`src/design/pfm_pkg.sv`:
```
package pfm_pkg;

  // Register addresses on the four-bit register select.
  localparam logic [3:0] ADDR_MODE_A   = 4'h0;
  localparam logic [3:0] ADDR_CSEL_A   = 4'h1;
  localparam logic [3:0] ADDR_CMD_A    = 4'h2;
  localparam logic [3:0] ADDR_AUX      = 4'h4;
  localparam logic [3:0] ADDR_INT      = 4'h5;
  localparam logic [3:0] ADDR_MODE_B   = 4'h8;
  localparam logic [3:0] ADDR_CSEL_B   = 4'h9;
  localparam logic [3:0] ADDR_CMD_B    = 4'ha;
  localparam logic [3:0] ADDR_IMASK    = 4'hc;
  localparam logic [3:0] ADDR_OPCFG    = 4'hd;
  localparam logic [3:0] ADDR_OPSET    = 4'he;
  localparam logic [3:0] ADDR_OPCLR    = 4'hf;

  // Field positions.
  localparam int AUX_BRG_SET   = 7;
  localparam int AUX_CT_MODE   = 6;
  localparam int AUX_SRC_HI    = 5;
  localparam int AUX_SRC_LO    = 4;
  localparam int MODE1_RTR     = 7;
  localparam int MODE1_IRQSEL  = 6;
  localparam int MODE2_RTS     = 5;
  localparam int CMD_MISC_HI   = 6;
  localparam int CMD_MISC_LO   = 4;
  localparam int OPC_PIN2_HI   = 1;
  localparam int OPC_PIN2_LO   = 0;
  localparam int OPC_PIN3_HI   = 3;
  localparam int OPC_PIN3_LO   = 2;
  localparam int OPC_PIN4      = 4;
  localparam int OPC_PIN5      = 5;
  localparam int OPC_PIN6      = 6;
  localparam int OPC_PIN7      = 7;

  localparam logic [2:0] CMD_RESET_PTR = 3'h1;

  // Two-bit selector codes.
  localparam logic [1:0] SEL_00 = 2'h0;
  localparam logic [1:0] SEL_01 = 2'h1;
  localparam logic [1:0] SEL_10 = 2'h2;
  localparam logic [1:0] SEL_11 = 2'h3;

  localparam logic [3:0] CSEL_EXT16 = 4'he;
  localparam logic [3:0] CSEL_EXT1  = 4'hf;

  localparam logic [7:0] RESET_BYTE  = 8'h00;
  localparam logic [7:0] AUX_RESET   = 8'h40;
  localparam logic [2:0] DIV16_LAST  = 3'h7;

  // Interrupt status bits.
  localparam int IRQ_PTR_A = 0;
  localparam int IRQ_PTR_B = 1;
  localparam int IRQ_WIDTH = 2;

endpackage : pfm_pkg

```
`src/design/pfm_sync.sv`:
```
module pfm_sync #(
  parameter int WIDTH = 1
) (
  input  wire logic             mclk,
  input  wire logic             nrst,
  input  wire logic [WIDTH-1:0] async,
  output logic      [WIDTH-1:0] stable
);

  logic [WIDTH-1:0] stageOne;
  logic [WIDTH-1:0] stageTwo;
  logic [WIDTH-1:0] stageThree;

  // A change is taken once the second and third stages agree.
  always_ff @(posedge mclk or negedge nrst)
  begin
    if (!nrst)
    begin
      stageOne   <= '0;
      stageTwo   <= '0;
      stageThree <= '0;
      stable     <= '0;
    end
    else
    begin
      stageOne   <= async;
      stageTwo   <= stageOne;
      stageThree <= stageTwo;
      stable     <= (stageTwo & stageThree) | (stable & (stageTwo | stageThree));
    end
  end

endmodule : pfm_sync

```
`src/design/pfm_port_mux.sv`:
```
// The strobed register port and the register offsets were decided locally.
module pfm_port_mux (
  input  wire logic       mclk,
  input  wire logic       nrst,
  input  wire logic [3:0] regAddr,
  input  wire logic [7:0] regWrData,
  input  wire logic       regWrite,
  input  wire logic       regRead,
  output logic      [7:0] regRdData,
  input  wire logic       crystalInput,
  input  wire logic       inPinTwo,
  input  wire logic       inPinThree,
  input  wire logic       inPinFour,
  input  wire logic       inPinFive,
  input  wire logic       txClockChanA,
  input  wire logic       txClock16ChanA,
  input  wire logic       rxClockChanA,
  input  wire logic       txClockChanB,
  input  wire logic       rxClockChanB,
  input  wire logic       counterReadyOut,
  input  wire logic       timerWave,
  input  wire logic       rxReadyChanA,
  input  wire logic       fifoFullChanA,
  input  wire logic       rxReadyChanB,
  input  wire logic       fifoFullChanB,
  input  wire logic       txReadyChanA,
  input  wire logic       txReadyChanB,
  input  wire logic       rtrChanA,
  input  wire logic       rtsChanA,
  input  wire logic       rtrChanB,
  input  wire logic       rtsChanB,
  output logic      [7:0] outPins,
  output logic            ctClock,
  output logic            ctTimerMode,
  output logic            extRxClkA,
  output logic            extTxClkA,
  output logic            extRxClkB,
  output logic            extTxClkB,
  output logic            baudSetTwo,
  output logic            irq
);

  localparam int IRQ_W = pfm_pkg::IRQ_WIDTH;

  logic [7:0]           modeFirstChanA;
  logic [7:0]           modeSecondChanA;
  logic [7:0]           modeFirstChanB;
  logic [7:0]           modeSecondChanB;
  logic [7:0]           clockSelectChanA;
  logic [7:0]           clockSelectChanB;
  logic [7:0]           auxControlReg;
  logic [7:0]           outputPinConfig;
  logic [7:0]           outputGeneralBits;
  logic                 ptrSecondA;
  logic                 ptrSecondB;
  logic [IRQ_W-1:0]     irqStatus;
  logic [IRQ_W-1:0]     irqMask;
  logic [2:0]           x1Div;
  logic [2:0]           ip2Div;
  logic                 x1Prev;
  logic                 ip2Prev;
  logic                 x1Div16;
  logic                 ip2Div16;
  logic [4:0]           pinSync;

  pfm_sync #(
    .WIDTH (5)
  ) i_pfm_sync (
    .mclk   (mclk),
    .nrst   (nrst),
    .async  ({crystalInput, inPinFive, inPinFour, inPinThree, inPinTwo}),
    .stable (pinSync)
  );

  wire x1Level  = pinSync[4];
  wire ip5Level = pinSync[3];
  wire ip4Level = pinSync[2];
  wire ip3Level = pinSync[1];
  wire ip2Level = pinSync[0];

  ////////////////////////////////////////////////////////////////////////////
  // Register decode.

  wire wrModeA  = regWrite && regAddr == pfm_pkg::ADDR_MODE_A;
  wire wrModeB  = regWrite && regAddr == pfm_pkg::ADDR_MODE_B;
  wire accModeA = (regWrite || regRead) && regAddr == pfm_pkg::ADDR_MODE_A;
  wire accModeB = (regWrite || regRead) && regAddr == pfm_pkg::ADDR_MODE_B;
  wire wrCmdA   = regWrite && regAddr == pfm_pkg::ADDR_CMD_A;
  wire wrCmdB   = regWrite && regAddr == pfm_pkg::ADDR_CMD_B;
  wire wrCselA  = regWrite && regAddr == pfm_pkg::ADDR_CSEL_A;
  wire wrCselB  = regWrite && regAddr == pfm_pkg::ADDR_CSEL_B;
  wire wrAux    = regWrite && regAddr == pfm_pkg::ADDR_AUX;
  wire wrInt    = regWrite && regAddr == pfm_pkg::ADDR_INT;
  wire wrMask   = regWrite && regAddr == pfm_pkg::ADDR_IMASK;
  wire wrOpcfg  = regWrite && regAddr == pfm_pkg::ADDR_OPCFG;
  wire wrOpSet  = regWrite && regAddr == pfm_pkg::ADDR_OPSET;
  wire wrOpClr  = regWrite && regAddr == pfm_pkg::ADDR_OPCLR;

  wire [2:0] miscField = regWrData[pfm_pkg::CMD_MISC_HI:pfm_pkg::CMD_MISC_LO];
  wire rstPtrA = wrCmdA && miscField == pfm_pkg::CMD_RESET_PTR;
  wire rstPtrB = wrCmdB && miscField == pfm_pkg::CMD_RESET_PTR;

  ////////////////////////////////////////////////////////////////////////////
  // Mode registers behind the per-channel pointers.

  // The full byte is taken on each write, so the address/data bit can change
  // at any time without disturbing the other fields.
  always_ff @(posedge mclk or negedge nrst)
  begin
    if (!nrst)
    begin
      modeFirstChanA  <= pfm_pkg::RESET_BYTE;
      modeSecondChanA <= pfm_pkg::RESET_BYTE;
      modeFirstChanB  <= pfm_pkg::RESET_BYTE;
      modeSecondChanB <= pfm_pkg::RESET_BYTE;
    end
    else
    begin
      if (wrModeA && !ptrSecondA)
        modeFirstChanA <= regWrData;
      if (wrModeA && ptrSecondA)
        modeSecondChanA <= regWrData;
      if (wrModeB && !ptrSecondB)
        modeFirstChanB <= regWrData;
      if (wrModeB && ptrSecondB)
        modeSecondChanB <= regWrData;
    end
  end

  // A reset command in the same cycle cannot coincide with a mode access.
  always_ff @(posedge mclk or negedge nrst)
  begin
    if (!nrst)
    begin
      ptrSecondA <= 1'b0;
      ptrSecondB <= 1'b0;
    end
    else
    begin
      if (rstPtrA)
        ptrSecondA <= 1'b0;
      else if (accModeA)
        ptrSecondA <= 1'b1;
      if (rstPtrB)
        ptrSecondB <= 1'b0;
      else if (accModeB)
        ptrSecondB <= 1'b1;
    end
  end

  ////////////////////////////////////////////////////////////////////////////
  // Other writable registers.

  always_ff @(posedge mclk or negedge nrst)
  begin
    if (!nrst)
    begin
      clockSelectChanA  <= pfm_pkg::RESET_BYTE;
      clockSelectChanB  <= pfm_pkg::RESET_BYTE;
      auxControlReg     <= pfm_pkg::AUX_RESET;
      outputPinConfig   <= pfm_pkg::RESET_BYTE;
      outputGeneralBits <= pfm_pkg::RESET_BYTE;
      irqMask           <= '0;
    end
    else
    begin
      if (wrCselA)
        clockSelectChanA <= regWrData;
      if (wrCselB)
        clockSelectChanB <= regWrData;
      if (wrAux)
        auxControlReg <= regWrData;
      if (wrOpcfg)
        outputPinConfig <= regWrData;
      if (wrOpSet)
        outputGeneralBits <= outputGeneralBits | regWrData;
      else if (wrOpClr)
        outputGeneralBits <= outputGeneralBits & ~regWrData;
      if (wrMask)
        irqMask <= regWrData[IRQ_W-1:0];
    end
  end

  // Pointer-reset commands are the events; set wins over a clearing write.
  wire [IRQ_W-1:0] irqEvents = {rstPtrB, rstPtrA};
  wire [IRQ_W-1:0] irqClear  = wrInt ? regWrData[IRQ_W-1:0] : '0;

  always_ff @(posedge mclk or negedge nrst)
  begin
    if (!nrst)
      irqStatus <= '0;
    else
      irqStatus <= (irqStatus & ~irqClear) | irqEvents;
  end

  ////////////////////////////////////////////////////////////////////////////
  // Read path.

  wire [7:0] modeReadA = ptrSecondA ? modeSecondChanA : modeFirstChanA;
  wire [7:0] modeReadB = ptrSecondB ? modeSecondChanB : modeFirstChanB;
  logic [7:0] next_rdData;

  always_comb
  begin
    next_rdData = pfm_pkg::RESET_BYTE;
    case (regAddr)
      pfm_pkg::ADDR_MODE_A: next_rdData = modeReadA;
      pfm_pkg::ADDR_MODE_B: next_rdData = modeReadB;
      pfm_pkg::ADDR_CMD_A:  next_rdData = clockSelectChanA;
      pfm_pkg::ADDR_CMD_B:  next_rdData = clockSelectChanB;
      pfm_pkg::ADDR_AUX:    next_rdData = auxControlReg;
      pfm_pkg::ADDR_INT:    next_rdData = {{(8-IRQ_W){1'b0}}, irqStatus};
      pfm_pkg::ADDR_IMASK:  next_rdData = {{(8-IRQ_W){1'b0}}, irqMask};
      pfm_pkg::ADDR_OPCFG:  next_rdData = outputPinConfig;
      default:              next_rdData = pfm_pkg::RESET_BYTE;
    endcase
  end

  always_ff @(posedge mclk or negedge nrst)
  begin
    if (!nrst)
      regRdData <= pfm_pkg::RESET_BYTE;
    else
      regRdData <= regRead ? next_rdData : pfm_pkg::RESET_BYTE;
  end

  ////////////////////////////////////////////////////////////////////////////
  // Divide-by-16 of the crystal and of input pin two.

  always_ff @(posedge mclk or negedge nrst)
  begin
    if (!nrst)
    begin
      x1Prev   <= 1'b0;
      ip2Prev  <= 1'b0;
      x1Div    <= '0;
      ip2Div   <= '0;
      x1Div16  <= 1'b0;
      ip2Div16 <= 1'b0;
    end
    else
    begin
      x1Prev  <= x1Level;
      ip2Prev <= ip2Level;
      if (x1Level && !x1Prev)
      begin
        x1Div <= x1Div + 3'h1;
        if (x1Div == pfm_pkg::DIV16_LAST)
          x1Div16 <= ~x1Div16;
      end
      if (ip2Level && !ip2Prev)
      begin
        ip2Div <= ip2Div + 3'h1;
        if (ip2Div == pfm_pkg::DIV16_LAST)
          ip2Div16 <= ~ip2Div16;
      end
    end
  end

  ////////////////////////////////////////////////////////////////////////////
  // Counter/timer clock and pin selection.

  function automatic logic pick4(input logic [1:0] sel, input logic a, input logic b,
                                 input logic c, input logic d);
    pick4 = (sel == pfm_pkg::SEL_00) ? a :
            (sel == pfm_pkg::SEL_01) ? b :
            (sel == pfm_pkg::SEL_10) ? c : d;
  endfunction : pick4

  wire       timerMode = auxControlReg[pfm_pkg::AUX_CT_MODE];
  wire [1:0] srcSel    = auxControlReg[pfm_pkg::AUX_SRC_HI:pfm_pkg::AUX_SRC_LO];
  wire counterClk = pick4(srcSel, ip2Level, txClockChanA, txClockChanB, x1Div16);
  wire timerClk   = pick4(srcSel, ip2Level, ip2Div16, x1Level, x1Div16);
  wire next_ctClock = timerMode ? timerClk : counterClk;

  wire [1:0] pin3Sel = outputPinConfig[pfm_pkg::OPC_PIN3_HI:pfm_pkg::OPC_PIN3_LO];
  wire [1:0] pin2Sel = outputPinConfig[pfm_pkg::OPC_PIN2_HI:pfm_pkg::OPC_PIN2_LO];
  wire ctOut = timerMode ? timerWave : counterReadyOut;

  // Port register bits are inverted onto the pins: a one drives the pin low.
  wire [7:0] gp = ~outputGeneralBits;
  wire [7:0] next_pins;
  assign next_pins[0] = (modeFirstChanA[pfm_pkg::MODE1_RTR] ? rtrChanA : 1'b1) &
                        (modeSecondChanA[pfm_pkg::MODE2_RTS] ? rtsChanA : 1'b1) &
                        (modeFirstChanA[pfm_pkg::MODE1_RTR] |
                         modeSecondChanA[pfm_pkg::MODE2_RTS] | gp[0]);
  assign next_pins[1] = (modeFirstChanB[pfm_pkg::MODE1_RTR] ? rtrChanB : 1'b1) &
                        (modeSecondChanB[pfm_pkg::MODE2_RTS] ? rtsChanB : 1'b1) &
                        (modeFirstChanB[pfm_pkg::MODE1_RTR] |
                         modeSecondChanB[pfm_pkg::MODE2_RTS] | gp[1]);
  assign next_pins[2] = pick4(pin2Sel, gp[2], txClock16ChanA, txClockChanA,
                              rxClockChanA);
  assign next_pins[3] = pick4(pin3Sel, gp[3], ctOut, txClockChanB, rxClockChanB);
  assign next_pins[4] = !outputPinConfig[pfm_pkg::OPC_PIN4] ? gp[4] :
                        modeFirstChanA[pfm_pkg::MODE1_IRQSEL] ? fifoFullChanA :
                        rxReadyChanA;
  assign next_pins[5] = !outputPinConfig[pfm_pkg::OPC_PIN5] ? gp[5] :
                        modeFirstChanB[pfm_pkg::MODE1_IRQSEL] ? fifoFullChanB :
                        rxReadyChanB;
  assign next_pins[6] = outputPinConfig[pfm_pkg::OPC_PIN6] ? txReadyChanA : gp[6];
  assign next_pins[7] = outputPinConfig[pfm_pkg::OPC_PIN7] ? txReadyChanB : gp[7];

  function automatic logic extSel(input logic [3:0] code);
    extSel = (code == pfm_pkg::CSEL_EXT16) || (code == pfm_pkg::CSEL_EXT1);
  endfunction : extSel

  always_ff @(posedge mclk or negedge nrst)
  begin
    if (!nrst)
    begin
      outPins     <= ~pfm_pkg::RESET_BYTE;
      ctClock     <= 1'b0;
      ctTimerMode <= pfm_pkg::AUX_RESET[pfm_pkg::AUX_CT_MODE];
      extRxClkA   <= 1'b0;
      extTxClkA   <= 1'b0;
      extRxClkB   <= 1'b0;
      extTxClkB   <= 1'b0;
      baudSetTwo  <= pfm_pkg::AUX_RESET[pfm_pkg::AUX_BRG_SET];
      irq         <= 1'b0;
    end
    else
    begin
      outPins     <= next_pins;
      ctClock     <= next_ctClock;
      ctTimerMode <= timerMode;
      extRxClkA   <= extSel(clockSelectChanA[7:4]) & ip4Level;
      extTxClkA   <= extSel(clockSelectChanA[3:0]) & ip3Level;
      extRxClkB   <= extSel(clockSelectChanB[7:4]) & ip2Level;
      extTxClkB   <= extSel(clockSelectChanB[3:0]) & ip5Level;
      baudSetTwo  <= auxControlReg[pfm_pkg::AUX_BRG_SET];
      irq         <= |(irqStatus & irqMask);
    end
  end

endmodule : pfm_port_mux

```
`config.mk`:
```
export PLATFORM = sky130hd
export DESIGN_NAME = pfm_port_mux
export DESIGN_NICKNAME = d
export VERILOG_FILES = /design/src/design/pfm_pkg.sv /design/src/design/pfm_sync.sv /design/src/design/pfm_port_mux.sv
export SDC_FILE = /design/constraint.sdc
export NUM_CORES = 1
export LEC_CHECK = 0
export BUFFER_PORTS_ARGS = -buffer_cell sky130_fd_sc_hd__buf_2
export CORE_MARGIN = 2
export CORE_UTILIZATION = 60
export CTS_BUF_LIST = sky130_fd_sc_hd__clkbuf_8
export CTS_CLUSTER_DIAMETER = 150
export DETAILED_ROUTE_END_ITERATION = 10
export PLACE_DENSITY = 0.82
export SYNTH_ARGS = -nofsm -noshare
export SYNTH_HDL_FRONTEND = slang
export SYNTH_SLANG_ARGS = --single-unit
```
`constraint.sdc`:
```
create_clock -name mclk -period 2.55 [get_ports mclk]
set_clock_uncertainty 0.2 [all_clocks]
set_input_delay 0.51 -clock mclk [delete_from_list [all_inputs] [get_ports mclk]]
set_output_delay 0.51 -clock mclk [all_outputs]
set_load 0.02 [all_outputs]
```
Word-level counts from Yosys, hierarchy flattened
Index checks and enable logic that the tools add are counted.

word-level totals
  bits in registers = 132
  input port bits = 38
  output and inout bits = 24
  word-level logic and storage cells = 165

cells by class
  add/sub/neg operators = 2
  equality and inequality tests = 28
  multiplexer cells = 35
  bitwise logic cells = 26
  reductions and logical operators = 41

operators by type and width
  operator             number
  $pmux 8 s8           1
  $eq 4x4->1 const B   15
  $mux 8               5
  $mux 1               28
  $logic_and 1x1->1    22
  $not 8->8            2
  $and 5x5->5          2
  $or 5x5->5           2
  $and 1x1->1          8
  $and 8x8->8          1
  $eq 4x3->1 const B   2
  $or 8x8->8           1
  $add 3x1->3 const B  2
  $eq 2x1->1 const B   3
  $eq 2x2->1 const B   3
  $eq 3x3->1 const B   2
  $logic_not 2->1      3
  $reduce_bool 2->1    3
  $logic_or 1x1->1     5
  $and 2x2->2          2
  $eq 4x1->1 const B   1
  $eq 4x2->1 const B   1
  $logic_not 1->1      4
  $logic_not 4->1      1
  8 further kinds      13

Logic depth before layout (Yosys ltp)
Gate-level depths: netlist of the first run.

  depth after elaboration = 6
  gate-level depth with buffers = 6
  depth with buffers taken out = 4

By module
From an unflattened synthesis of the first run, not the netlist that was laid out.

unflattened totals
  cell total of the unflattened synthesis = 399
  area, all modules = 5794.3 um^2

by module, submodules not included
  module        times used  cells each  area an instance (um^2)  sequential area each (um^2)
  pfm_port_mux  1           374         5237.5                   2815.2
  pfm_sync      1           25          556.8                    500.5

Worst setup path after synthesis of the first run
OpenSTA, ideal clock, no wires.

  path type = input to register
  from = in regAddr[3]
  to = reg modeFirstChanA[0]
  library setup time = 125 ps
  arrival time = 1654 ps
  data required time = 2225 ps
  path slack = 571 ps
  stages = 4
  buffers on the path = 1
  cell sequence = buf_2 -> nor4_4 -> nand3b_2 -> mux2_2

on the way
  word-level cells in the longest chain between the ends = 3

ends and longest elaborated chain
  element               RTL line             text
  from (decl)           pfm_port_mux.sv:5    input wire logic [3:0] regAddr,
  $logic_not 4->1       pfm_port_mux.sv:84   wire wrModeA = regWrite && regAddr == pfm_pkg::ADDR_MODE_A;
  $logic_and 1x1->1     pfm_port_mux.sv:84
  $logic_and 1x1->1     pfm_port_mux.sv:119  if (wrModeA && !ptrSecondA)
  to (signal assigned)  pfm_port_mux.sv:112  modeFirstChanA <= pfm_pkg::RESET_BYTE;
  to (signal assigned)  pfm_port_mux.sv:120  modeFirstChanA <= regWrData;
  to (decl)             pfm_port_mux.sv:45   logic [7:0] modeFirstChanA;

Every way passes these cells.
A chain may end at the register's enable or synchronous reset.

Worst setup path in the final report of the first run
  from = in regAddr[3]
  to = reg modeFirstChanB[1]

on the way
  word-level cells in the longest chain between the ends = 3

ends and longest elaborated chain
  element               RTL line             text
  $eq 4x4->1            pfm_port_mux.sv:85   wire wrModeB = regWrite && regAddr == pfm_pkg::ADDR_MODE_B;
  $logic_and 1x1->1     pfm_port_mux.sv:85
  $logic_and 1x1->1     pfm_port_mux.sv:123  if (wrModeB && !ptrSecondB)
  to (signal assigned)  pfm_port_mux.sv:114  modeFirstChanB <= pfm_pkg::RESET_BYTE;
  to (signal assigned)  pfm_port_mux.sv:124  modeFirstChanB <= regWrData;
  to (decl)             pfm_port_mux.sv:47   logic [7:0] modeFirstChanB;

Every way passes these cells.

==> impl_metrics.env, run 1 <==
export IMPL_drc=0
export IMPL_initial_core_util=0.624
export IMPL_cts_hold_buffers_added=6
export IMPL_met1_usage=0.343
export IMPL_status="completed"
export IMPL_synth_seq_cells=132
export IMPL_startpoint="regAddr[3]"
export IMPL_post_synth_instance_area_um2=5470
export IMPL_ys_flop_type="dfrtp_1"
export IMPL_synthesis_nets=444
export IMPL_syn2layout_area_growth_pct=16.9
export IMPL_postCtsSetupRepairBufs=0
export IMPL_die_h_um=99.5
export IMPL_postCtsResizedCells=0
export IMPL_ir_worst_vdd_uv=667
export IMPL_cts_tree="done"
export IMPL_io_pins=62
export IMPL_worstMarginPinSlew_ps=545
export IMPL_worst_setup_path_end_kind="flop"
export IMPL_cp_depth=6
export IMPL_num_vias=3567
export IMPL_die_area_um2=9900
export IMPL_grt_overflow=0
export IMPL_gr_usage_met3=0.0639
export IMPL_seqPwrFrac=0.507
export IMPL_drt_iter0_markers=318
export IMPL_p_sw_frac=0.291
export IMPL_power_density_nw_per_um2=889
export IMPL_ant_nets=0
export IMPL_grt_pass1_vias=3708
export IMPL_gp_congestion=0.892
export IMPL_busiest_layer="met2"
export IMPL_cp_top_family="simple AND/OR/NAND/NOR gates"
export IMPL_async_reset_ff_frac=1.00
export IMPL_path_cells="buf_2 -> nand2b_1 -> nor3_1 -> buf_4 -> nand3b_1 -> mux2_2"
export IMPL_maxCapViolations=0
export IMPL_die_x_um=99.5
export IMPL_cts_inserted_buffers=17
export IMPL_critical_path_class="input port to flop"
export IMPL_root_buffer="clkbuf_8"
export IMPL_crit_path_start_kind="input port"
export IMPL_use_met2=0.413
export IMPL_relSlewSlack=0.636
export IMPL_nNetsFinal=522
export IMPL_syn_inst=402
export IMPL_first_pass_iters=5
export IMPL_max_freq_mhz=520
export IMPL_antenna_found_initial=0
export IMPL_cts_sinks=132
export IMPL_yosysSeqAreaShare=0.606
export IMPL_crit_arrival_ps=2050
export IMPL_r2r_end="regRdData[5]"
export IMPL_hold_viol=0
export IMPL_drive_above_1_share=0.426
export IMPL_p_int_mw=4.03
export IMPL_avgRoutedWirePerCell_um=19.2
export IMPL_power_frac_comb=0.175
export IMPL_core_area_um2=8760
export IMPL_crit_fanout=14
export IMPL_synth_edf_count=0
export IMPL_fin_crit_sh=0.754
export IMPL_drt_total_wl_um=11600
export IMPL_reg2reg_setup_slack_ps=790
export IMPL_num_antenna_cells=0
export IMPL_clk_latency_ps=440
export IMPL_h_tree_depth=4
export IMPL_setup_viol=0
export IMPL_clock_power_share=0.318
export IMPL_crit_slowest_cell="mux2_2"
export IMPL_io_buffers=61
export IMPL_cpPeakStageDelay_ps=390
export IMPL_postSynthAreaPerCell_um2=13.6
export IMPL_drt_vias_per_instance=5.94
export IMPL_cts_buffer_depth=2
export IMPL_grt_pass1_wl_um=19100
export IMPL_crit_path_end="modeFirstChanB[1]"
export IMPL_grt_max_degree=48
export IMPL_grt_usage=0.256
export IMPL_r2r_cells=3
export IMPL_leakagePower_nw=2.94
export IMPL_synth_cell_type_count=41
export IMPL_path_buf_inv=2
export IMPL_crit_required_ps=2680
export IMPL_yosysWarnings=0
export IMPL_switching_power_mw=1.65
export IMPL_hp_start="txReadyChanB"
export IMPL_tns_ps=0
export IMPL_slew_viol_final=0
export IMPL_clkSlewWorstSetupHoldPaths_ps=80
export IMPL_post_route_min_period_ps=1920
export IMPL_hold_class="input port to flop"
export IMPL_rows=34
export IMPL_rsz0062_at_grt="false"
export IMPL_holdWs_ps=84.4
export IMPL_dpl_hpwl_um=8120
export IMPL_r2r_start="ptrSecondA"
## per-stage QoR
step	area [µm²]	instances	setup slack (ps)	utilization	total power, mW
5_1_grt	6400	601	535	0.730	5.98
2_1_floorplan	5470	402	571	-	3.54
3_5_place_dp	5920	563	217	0.676	3.91
3_3_place_gp	5920	563	306	0.676	3.84
4_1_cts	6400	601	665	0.730	5.72
6_report	6400	601	626	0.730	5.69
## area by class of cell
class	count	area (µm²)
clock inverters	14	168
inverters	6	22.5
clock buffers	18	248
well taps	108	135
flip-flops and latches	132	3320
fillers	570	2370
multi-input cells	247	2060
repair buffers	76	448
## worst register-to-register path, cell delays in order (launching register included)
cell and delay [ps]:
dfrtp_1 670, mux2_2 400, a22oi_1 190, a31oi_1 160
## power groups by stage
stage	sequential, mW	clock, mW	combinational [mW]
detailed placement	2.92	0	0.995
CTS	2.88	1.84	1.01
floorplan	2.89	0	0.648
global placement	2.89	0	0.947
global route	2.94	1.94	1.10
finish	2.88	1.81	0.992
## cell families after synthesis
family | synth area share
flip-flops | 0.606
buffers and inverters | 0.0174
AND/OR/NAND/NOR | 0.0814
multiplexers | 0.206
adder cells (fa/ha/maj) | 0.0183
AO/OA/AOI/OAI | 0.0647
XOR/XNOR | 0.00641
## worst min-delay path by stage
stage / depth (start not counted) / end / slack (ps)
after floorplan: 0 / asynchronous set/reset pin / 10
after global placement: 0 / i_pfm_sync.stageTwo[1] / 130
after detailed placement: 0 / i_pfm_sync.stageTwo[3] / 140
after CTS: 3 / outPins[7] / 70
after global routing: 3 / outPins[7] / 90
final: 3 / outPins[7] / 80
## sequential cells by signal, indices dropped and copies added (netlist names), 3 cells and up, named ones only
name / flops
i_pfm_sync.stageThree: 5
modeSecondChanB: 8
modeFirstChanB: 8
i_pfm_sync.stageOne: 5
clockSelectChanB: 8
i_pfm_sync.stageTwo: 5
ip2Div: 3
clockSelectChanA: 8
outPins: 8
outputPinConfig: 8
x1Div: 3
auxControlReg: 8
modeFirstChanA: 8
modeSecondChanA: 8
regRdData: 8
i_pfm_sync.stable: 5
## cells in the mapped netlist (all sizes together), types with 2 or more instances
| master | count | area, µm² |
|---|---|---|
| dfrtp | 122 | 3050 |
| mux2 | 87 | 980 |
| nand2 | 35 | 131 |
| a22oi | 13 | 97.6 |
| nor2 | 13 | 53.8 |
| o21ai | 13 | 65.1 |
| clkbuf | 10 | 37.5 |
| dfstp | 10 | 263 |
| mux2i | 10 | 100 |
| a31oi | 8 | 50.1 |
| nor3 | 8 | 51.3 |
| buf | 7 | 35.0 |
| a21oi | 6 | 30.0 |
| a22o | 6 | 52.6 |
| inv | 6 | 22.5 |
| and4 | 5 | 43.8 |
| maj3 | 5 | 50.1 |
| ha | 4 | 50.1 |
| nand2b | 4 | 25.0 |
| nand3 | 3 | 25.0 |
| nand3b | 3 | 26.3 |
| nor4 | 3 | 33.8 |
| a211oi | 2 | 15.0 |
| a21o | 2 | 15.0 |
| mux4 | 2 | 45.0 |
| nor2b | 2 | 12.5 |
| o22ai | 2 | 12.5 |
| xnor2 | 2 | 17.5 |
| xor2 | 2 | 17.5 |
## routing by layer
| metal | vias up | wire length [µm] |
|---|---|---|
| li1 | 1607 | - |
| met1 | 1818 | 4970 |
| met2 | 113 | 5780 |
| met3 | 29 | 588 |
| met4 | 0 | 232 |
| met5 | - | 0 |
## cells in the final DEF (no fill, tap or decap), types with 3 or more instances in the layout
| cell type | n |
|---|---|
| dfrtp_1 | 122 |
| mux2_2 | 87 |
| buf_2 | 60 |
| nand2_1 | 35 |
| clkbuf_8 | 18 |
| a22oi_1 | 13 |
| o21ai_0 | 13 |
| nor2_1 | 11 |
| mux2i_1 | 10 |
| dfstp_2 | 10 |
| buf_4 | 9 |
| a31oi_1 | 8 |
| nor3_1 | 7 |
| a22o_1 | 6 |
| a21oi_1 | 6 |
| inv_1 | 6 |
| dlygate4sd3_1 | 6 |
| maj3_1 | 5 |
| and4_1 | 5 |
| nand2b_1 | 4 |
| ha_1 | 4 |
| clkinvlp_4 | 4 |
| inv_6 | 4 |
| inv_8 | 3 |
Power figures use the tool's default switching activity.
==> run 2: changes to the inputs <==
Clock period 2.55 ns to 1.8 ns, I/O delays scaled along.
==> run 2 against run 1 <==
Against the previous run:
- flip-flop and latch count is the same
- design area grew 4.7%
- largest cell class unchanged
- sequential power grew 42%
- via count grew 4.9%
- sequential share of layout area shrank 2.3 points
- setup slack lost 570 ps
- clock-buffer cell count shrank 1
- critical path depth shrank 3
- global-route usage grew 2.0 points
- non-clock buffer count grew 33
- wire length grew 5.7%
- combinational power grew 50%
==> impl_metrics.env, run 2 (synthesis gave the netlist of run 1 again) <==
export IMPL_initial_core_util=0.624
export IMPL_die_area_um2=9900
export IMPL_maxCapViolations=0
export IMPL_root_buffer="clkbuf_8"
export IMPL_layout_common_cells="121 x dfrtp_1, 86 x mux2_2, 60 x buf_2"
export IMPL_num_vias=3742
export IMPL_ir_worst_vdd_uv=854
export IMPL_hold_class="input port to flop"
export IMPL_drive_above_1_share=0.452
export IMPL_cts_buffer_depth=2
export IMPL_holdWs_ps=23.8
export IMPL_syn2layout_area_growth_pct=22.4
export IMPL_grt_max_degree=39
export IMPL_slew_viol_final=0
export IMPL_cts_inserted_buffers=17
export IMPL_avgRoutedWirePerCell_um=19.3
export IMPL_wl_met3_um=611
export IMPL_first_pass_iters=4
export IMPL_relSlewSlack=0.665
export IMPL_crit_fanout=12
export IMPL_postLayoutCellArea_um2=6700
export IMPL_leakagePower_nw=3.12
export IMPL_max_freq_mhz=575
export IMPL_grt_overflow=0
export IMPL_grt_pass1_wl_um=20600
export IMPL_routed_top_layer="met4"
export IMPL_postCtsSetupRepairBufs=0
export IMPL_rows=34
export IMPL_critical_path_class="flop to flop"
export IMPL_hold_viol=0
export IMPL_io_buffers=61
export IMPL_wl_met2_um=6170
export IMPL_setup_viol=0
export IMPL_cts_sinks=132
export IMPL_drt_iter0_markers=205
export IMPL_placed_area_um2=6180
export IMPL_die_h_um=99.5
export IMPL_post_route_min_period_ps=1740
export IMPL_fin_crit_sh=0.967
export IMPL_gp_congestion=0.875
export IMPL_place_worst_setup_slack_ps=-212
export IMPL_worst_setup_path_end_kind="flop"
export IMPL_worstMarginPinSlew_ps=502
export IMPL_crit_arrival_ps=1850
export IMPL_ant_nets=0
export IMPL_grt_pass1_vias=3995
export IMPL_antenna_found_initial=0
export IMPL_worst_slack_ps=60.0
export IMPL_tns_ps=0
export IMPL_core_area_um2=8760
export IMPL_clk_latency_ps=430
export IMPL_power_density_nw_per_um2=1220
export IMPL_num_antenna_cells=0
export IMPL_nNetsFinal=555
export IMPL_grt_usage=0.277
export IMPL_cts_tree="done"
export IMPL_final_util=0.764
export IMPL_drt_vias_per_instance=5.90
export IMPL_crit_path_start_kind="flop"
export IMPL_drc=0
export IMPL_h_tree_depth=4
export IMPL_io_pins=62
export IMPL_wl_met1_um=5120
export IMPL_drt_total_wl_um=12200
export IMPL_die_x_um=99.5
export IMPL_crit_required_ps=1910
export IMPL_status="completed"
export IMPL_clkSlewWorstSetupHoldPaths_ps=80
export IMPL_mostFrequentLayoutCell="dfrtp_1"
export IMPL_dpl_hpwl_um=8670
export IMPL_rsz0062_at_grt="false"
==> run 2: cell types whose count changed in the layout (fill, tap and decap cells not counted), sizes merged <==
| cell | change |
|---|---|
| buf | +29 |
| bufinv | +1 |
| clkbuf | -1 |
| clkinv | +1 |
| clkinvlp | -1 |
| dlygate4sd3 | +4 |
==> run 2: worst max-delay path, stage by stage (launching register included) <==
cell,delay (ps)
dfrtp_1,660
nand3b_1,210
buf_4,200
mux2_2,350
==> run 2: worst paths after layout <==
check                      depth (start not counted)                    from                         end  slack [ps]
setup / recovery                                   3              ptrSecondB           modeFirstChanB[2]          60
hold reg to reg                                    0  i_pfm_sync.stageOne[4]      i_pfm_sync.stageTwo[4]         160
max in group asynchronous                          3                    nrst                  outPins[6]         600
hold / removal                                     3                rtrChanB                  outPins[1]          20
setup reg to reg                                   3              ptrSecondB           modeFirstChanB[2]          60
min in group asynchronous                          2                    nrst  asynchronous set/reset pin         200
==> run 2: timing repair <==
action / CTS / global route
hold buffers: 10 / 0
resized for setup: 0 / 1
endpoints found under the setup margin: 0 / 20
endpoints found under the hold margin: 39 / 0
==> run 2: stage by stage <==
step,instances,total power [mW]
final,634,8.14
after global routing,634,8.54
after CTS,634,8.20
after detailed placement,592,5.61
after global placement,592,5.49
after floorplan,402,5.02
==> run 2: routing by layer <==
metal  track usage  up-vias
met2         0.445      130
met3        0.0541       31
li1              -     1678
met4         0.123        0
met5             0        -
met1         0.371     1903
==> run 2: final cells by class <==
cell class / count / area (µm²)
clock inverter: 15 / 181
inverter: 6 / 22.5
sequential: 132 / 3320
multi-input combinational: 247 / 2060
timing repair buffer: 109 / 743
tap: 108 / 135
fill: 548 / 2070
clock buffer: 17 / 234
==> run 2: power by group <==
group	total [mW]	switching (mW)	internal (mW)
logic	1.49	0.682	0.811
registers	4.08	0.437	3.64
clock network	2.57	1.18	1.38
total	8.14	2.30	5.84
==> run 3: changes to the inputs <==
Settings changed: BUFFER_PORTS_ARGS -buffer_cell sky130_fd_sc_hd__buf_2 to default, DONT_BUFFER_PORTS from default to 1, PLACE_DENSITY 0.82 to 0.76.
==> run 3 against run 2 <==
Against the previous run:
- the run now ends with negative hold slack left
- die area unchanged
- flip-flop and latch count is the same
- utilization shrank 2.8 points
- sequential power up 4%
- global-route usage down 0.90 points
==> impl_metrics.env, run 3 (synthesis gave the netlist of run 1 again) <==
export IMPL_status="complete, but fails checks"
export IMPL_violations="negative hold slack"
export IMPL_avgRoutedWirePerCell_um=21.0
export IMPL_postCtsSetupRepairBufs=0
export IMPL_max_freq_mhz=572
export IMPL_core_area_um2=8760
export IMPL_post_route_min_period_ps=1750
export IMPL_cts_sinks=132
export IMPL_drive_above_1_share=0.335
export IMPL_grt_usage=0.268
export IMPL_p_total_mw=8.18
export IMPL_num_antenna_cells=0
export IMPL_layout_area_seq_um2=3320
export IMPL_hold_viol=132
export IMPL_nFillCells=559
export IMPL_holdWs_ps=-586
export IMPL_crit_required_ps=1920
export IMPL_crit_path_start_kind="input port"
export IMPL_cts_inserted_buffers=17
export IMPL_ir_worst_vdd_uv=890
export IMPL_grt_pass1_vias=3591
export IMPL_io_pins=62
export IMPL_power_density_nw_per_um2=1270
export IMPL_crit_arrival_ps=1870
export IMPL_startpoint="regAddr[0]"
export IMPL_hold_class="input port to asynchronous set/reset pin"
export IMPL_fin_crit_sh=0.972
export IMPL_clk_latency_ps=440
export IMPL_dpl_hpwl_um=7490
export IMPL_cts_hold_buffers_added=34
export IMPL_grt_pass1_wl_um=19500
export IMPL_cts_buffer_depth=2
export IMPL_num_vias=3484
export IMPL_maxCapViolations=0
export IMPL_die_x_um=99.5
export IMPL_setup_viol=0
export IMPL_layout_common_cells="121 x dfrtp_1, 86 x mux2_2, 35 x nand2_1"
export IMPL_ant_nets=0
export IMPL_h_tree_depth=4
export IMPL_die_h_um=99.5
export IMPL_grt_max_degree=133
export IMPL_clkSlewWorstSetupHoldPaths_ps=80
export IMPL_worst_setup_path_end_kind="flop"
export IMPL_grt_overflow=0
export IMPL_multiInputGateArea_um2=2060
export IMPL_mostFrequentLayoutCell="dfrtp_1"
export IMPL_critical_path_class="input port to flop"
export IMPL_rsz0062_at_grt="false"
export IMPL_syn2layout_area_growth_pct=18.0
export IMPL_worstMarginPinSlew_ps=536
export IMPL_io_buffers=0
export IMPL_r2r_start="outputPinConfig[0]"
export IMPL_root_buffer="clkbuf_8"
export IMPL_initial_core_util=0.624
export IMPL_first_pass_iters=5
export IMPL_die_area_um2=9900
export IMPL_tns_ps=0
export IMPL_drt_total_wl_um=12100
export IMPL_leakagePower_nw=2.86
export IMPL_slew_viol_final=0
export IMPL_gp_congestion=0.854
export IMPL_crit_fanout=16
export IMPL_drc=0
export IMPL_drt_vias_per_instance=6.05
export IMPL_antenna_found_initial=0
export IMPL_drt_iter0_markers=320
export IMPL_cts_tree="done"
export IMPL_nNetsFinal=497
export IMPL_relSlewSlack=0.641
export IMPL_rows=34
run 3: cell types whose count changed in the layout (fill, tap and decap cells not counted):
cell / previous run / this run
clkinvlp_4: 3 / 2
clkbuf_8: 17 / 18
buf_4: 35 / 17
inv_1: 8 / 7
dlygate4sd3_1: 10 / 34
buf_2: 60 / 0
inv_6: 5 / 4
bufinv_16: 3 / 4
buf_12: 4 / 0
clkinv_4: 2 / 3
run 3: where the power goes:
part | total, mW | internal, mW | switching [mW]
Combinational | 1.18 | 0.747 | 0.432
Sequential | 4.23 | 3.65 | 0.572
Clock | 2.77 | 1.56 | 1.21
run 3: per-stage QoR:
step	instance area [µm²]	setup WS, ps	hold WS (ps)	utilization	instances
final	6450	50.6	-586	0.736	576
after global routing	6450	10.9	-617	0.736	576
after CTS	6450	27.7	-614	0.736	576
after detailed placement	5660	14.2	-131	0.646	510
after global placement	5660	42.0	-130	0.646	510
after floorplan	5480	1.52	-136	-	402
run 3: layout make-up:
| cell class | instances | share of cell area |
|---|---|---|
| well taps | 108 | 0.0209 |
| inverters | 6 | 0.00349 |
| multi-input cells | 247 | 0.320 |
| repair buffers | 51 | 0.0725 |
| clock inverters | 14 | 0.0310 |
| flip-flops and latches | 132 | 0.514 |
| clock buffers | 18 | 0.0384 |
run 3: final timing paths:
path                                     endpoint  cells after the start  slack (ps)
setup / recovery                             flop                      3          50
setup reg to reg                       outPins[2]                      2          70
hold reg to reg            i_pfm_sync.stageTwo[0]                      0         150
min in group mclk                      ptrSecondA                      3          30
hold / removal                         baudSetTwo                      0        -590
max in group asynchronous              outPins[6]                      0        1750
run 3: what timing repair did:
action / 4_1_cts / 5_1_grt
setup endpoints to repair: 0 / 1
gates resized for setup: 0 / 1
endpoints found under the hold margin: 229 / 132
run 3: critical path: stages:
cell	delay (ps)
dlygate4sd3_1	780
o21ai_0	150
dlygate4sd3_1	570
run 3: routing by layer:
metal,GRT usage,wire length (µm),vias to the layer above
met3,0.0576,590,20
met1,0.368,5230,1795
met4,0.128,242,0
li1,-,-,1556
met2,0.412,6010,113
met5,0,0,-
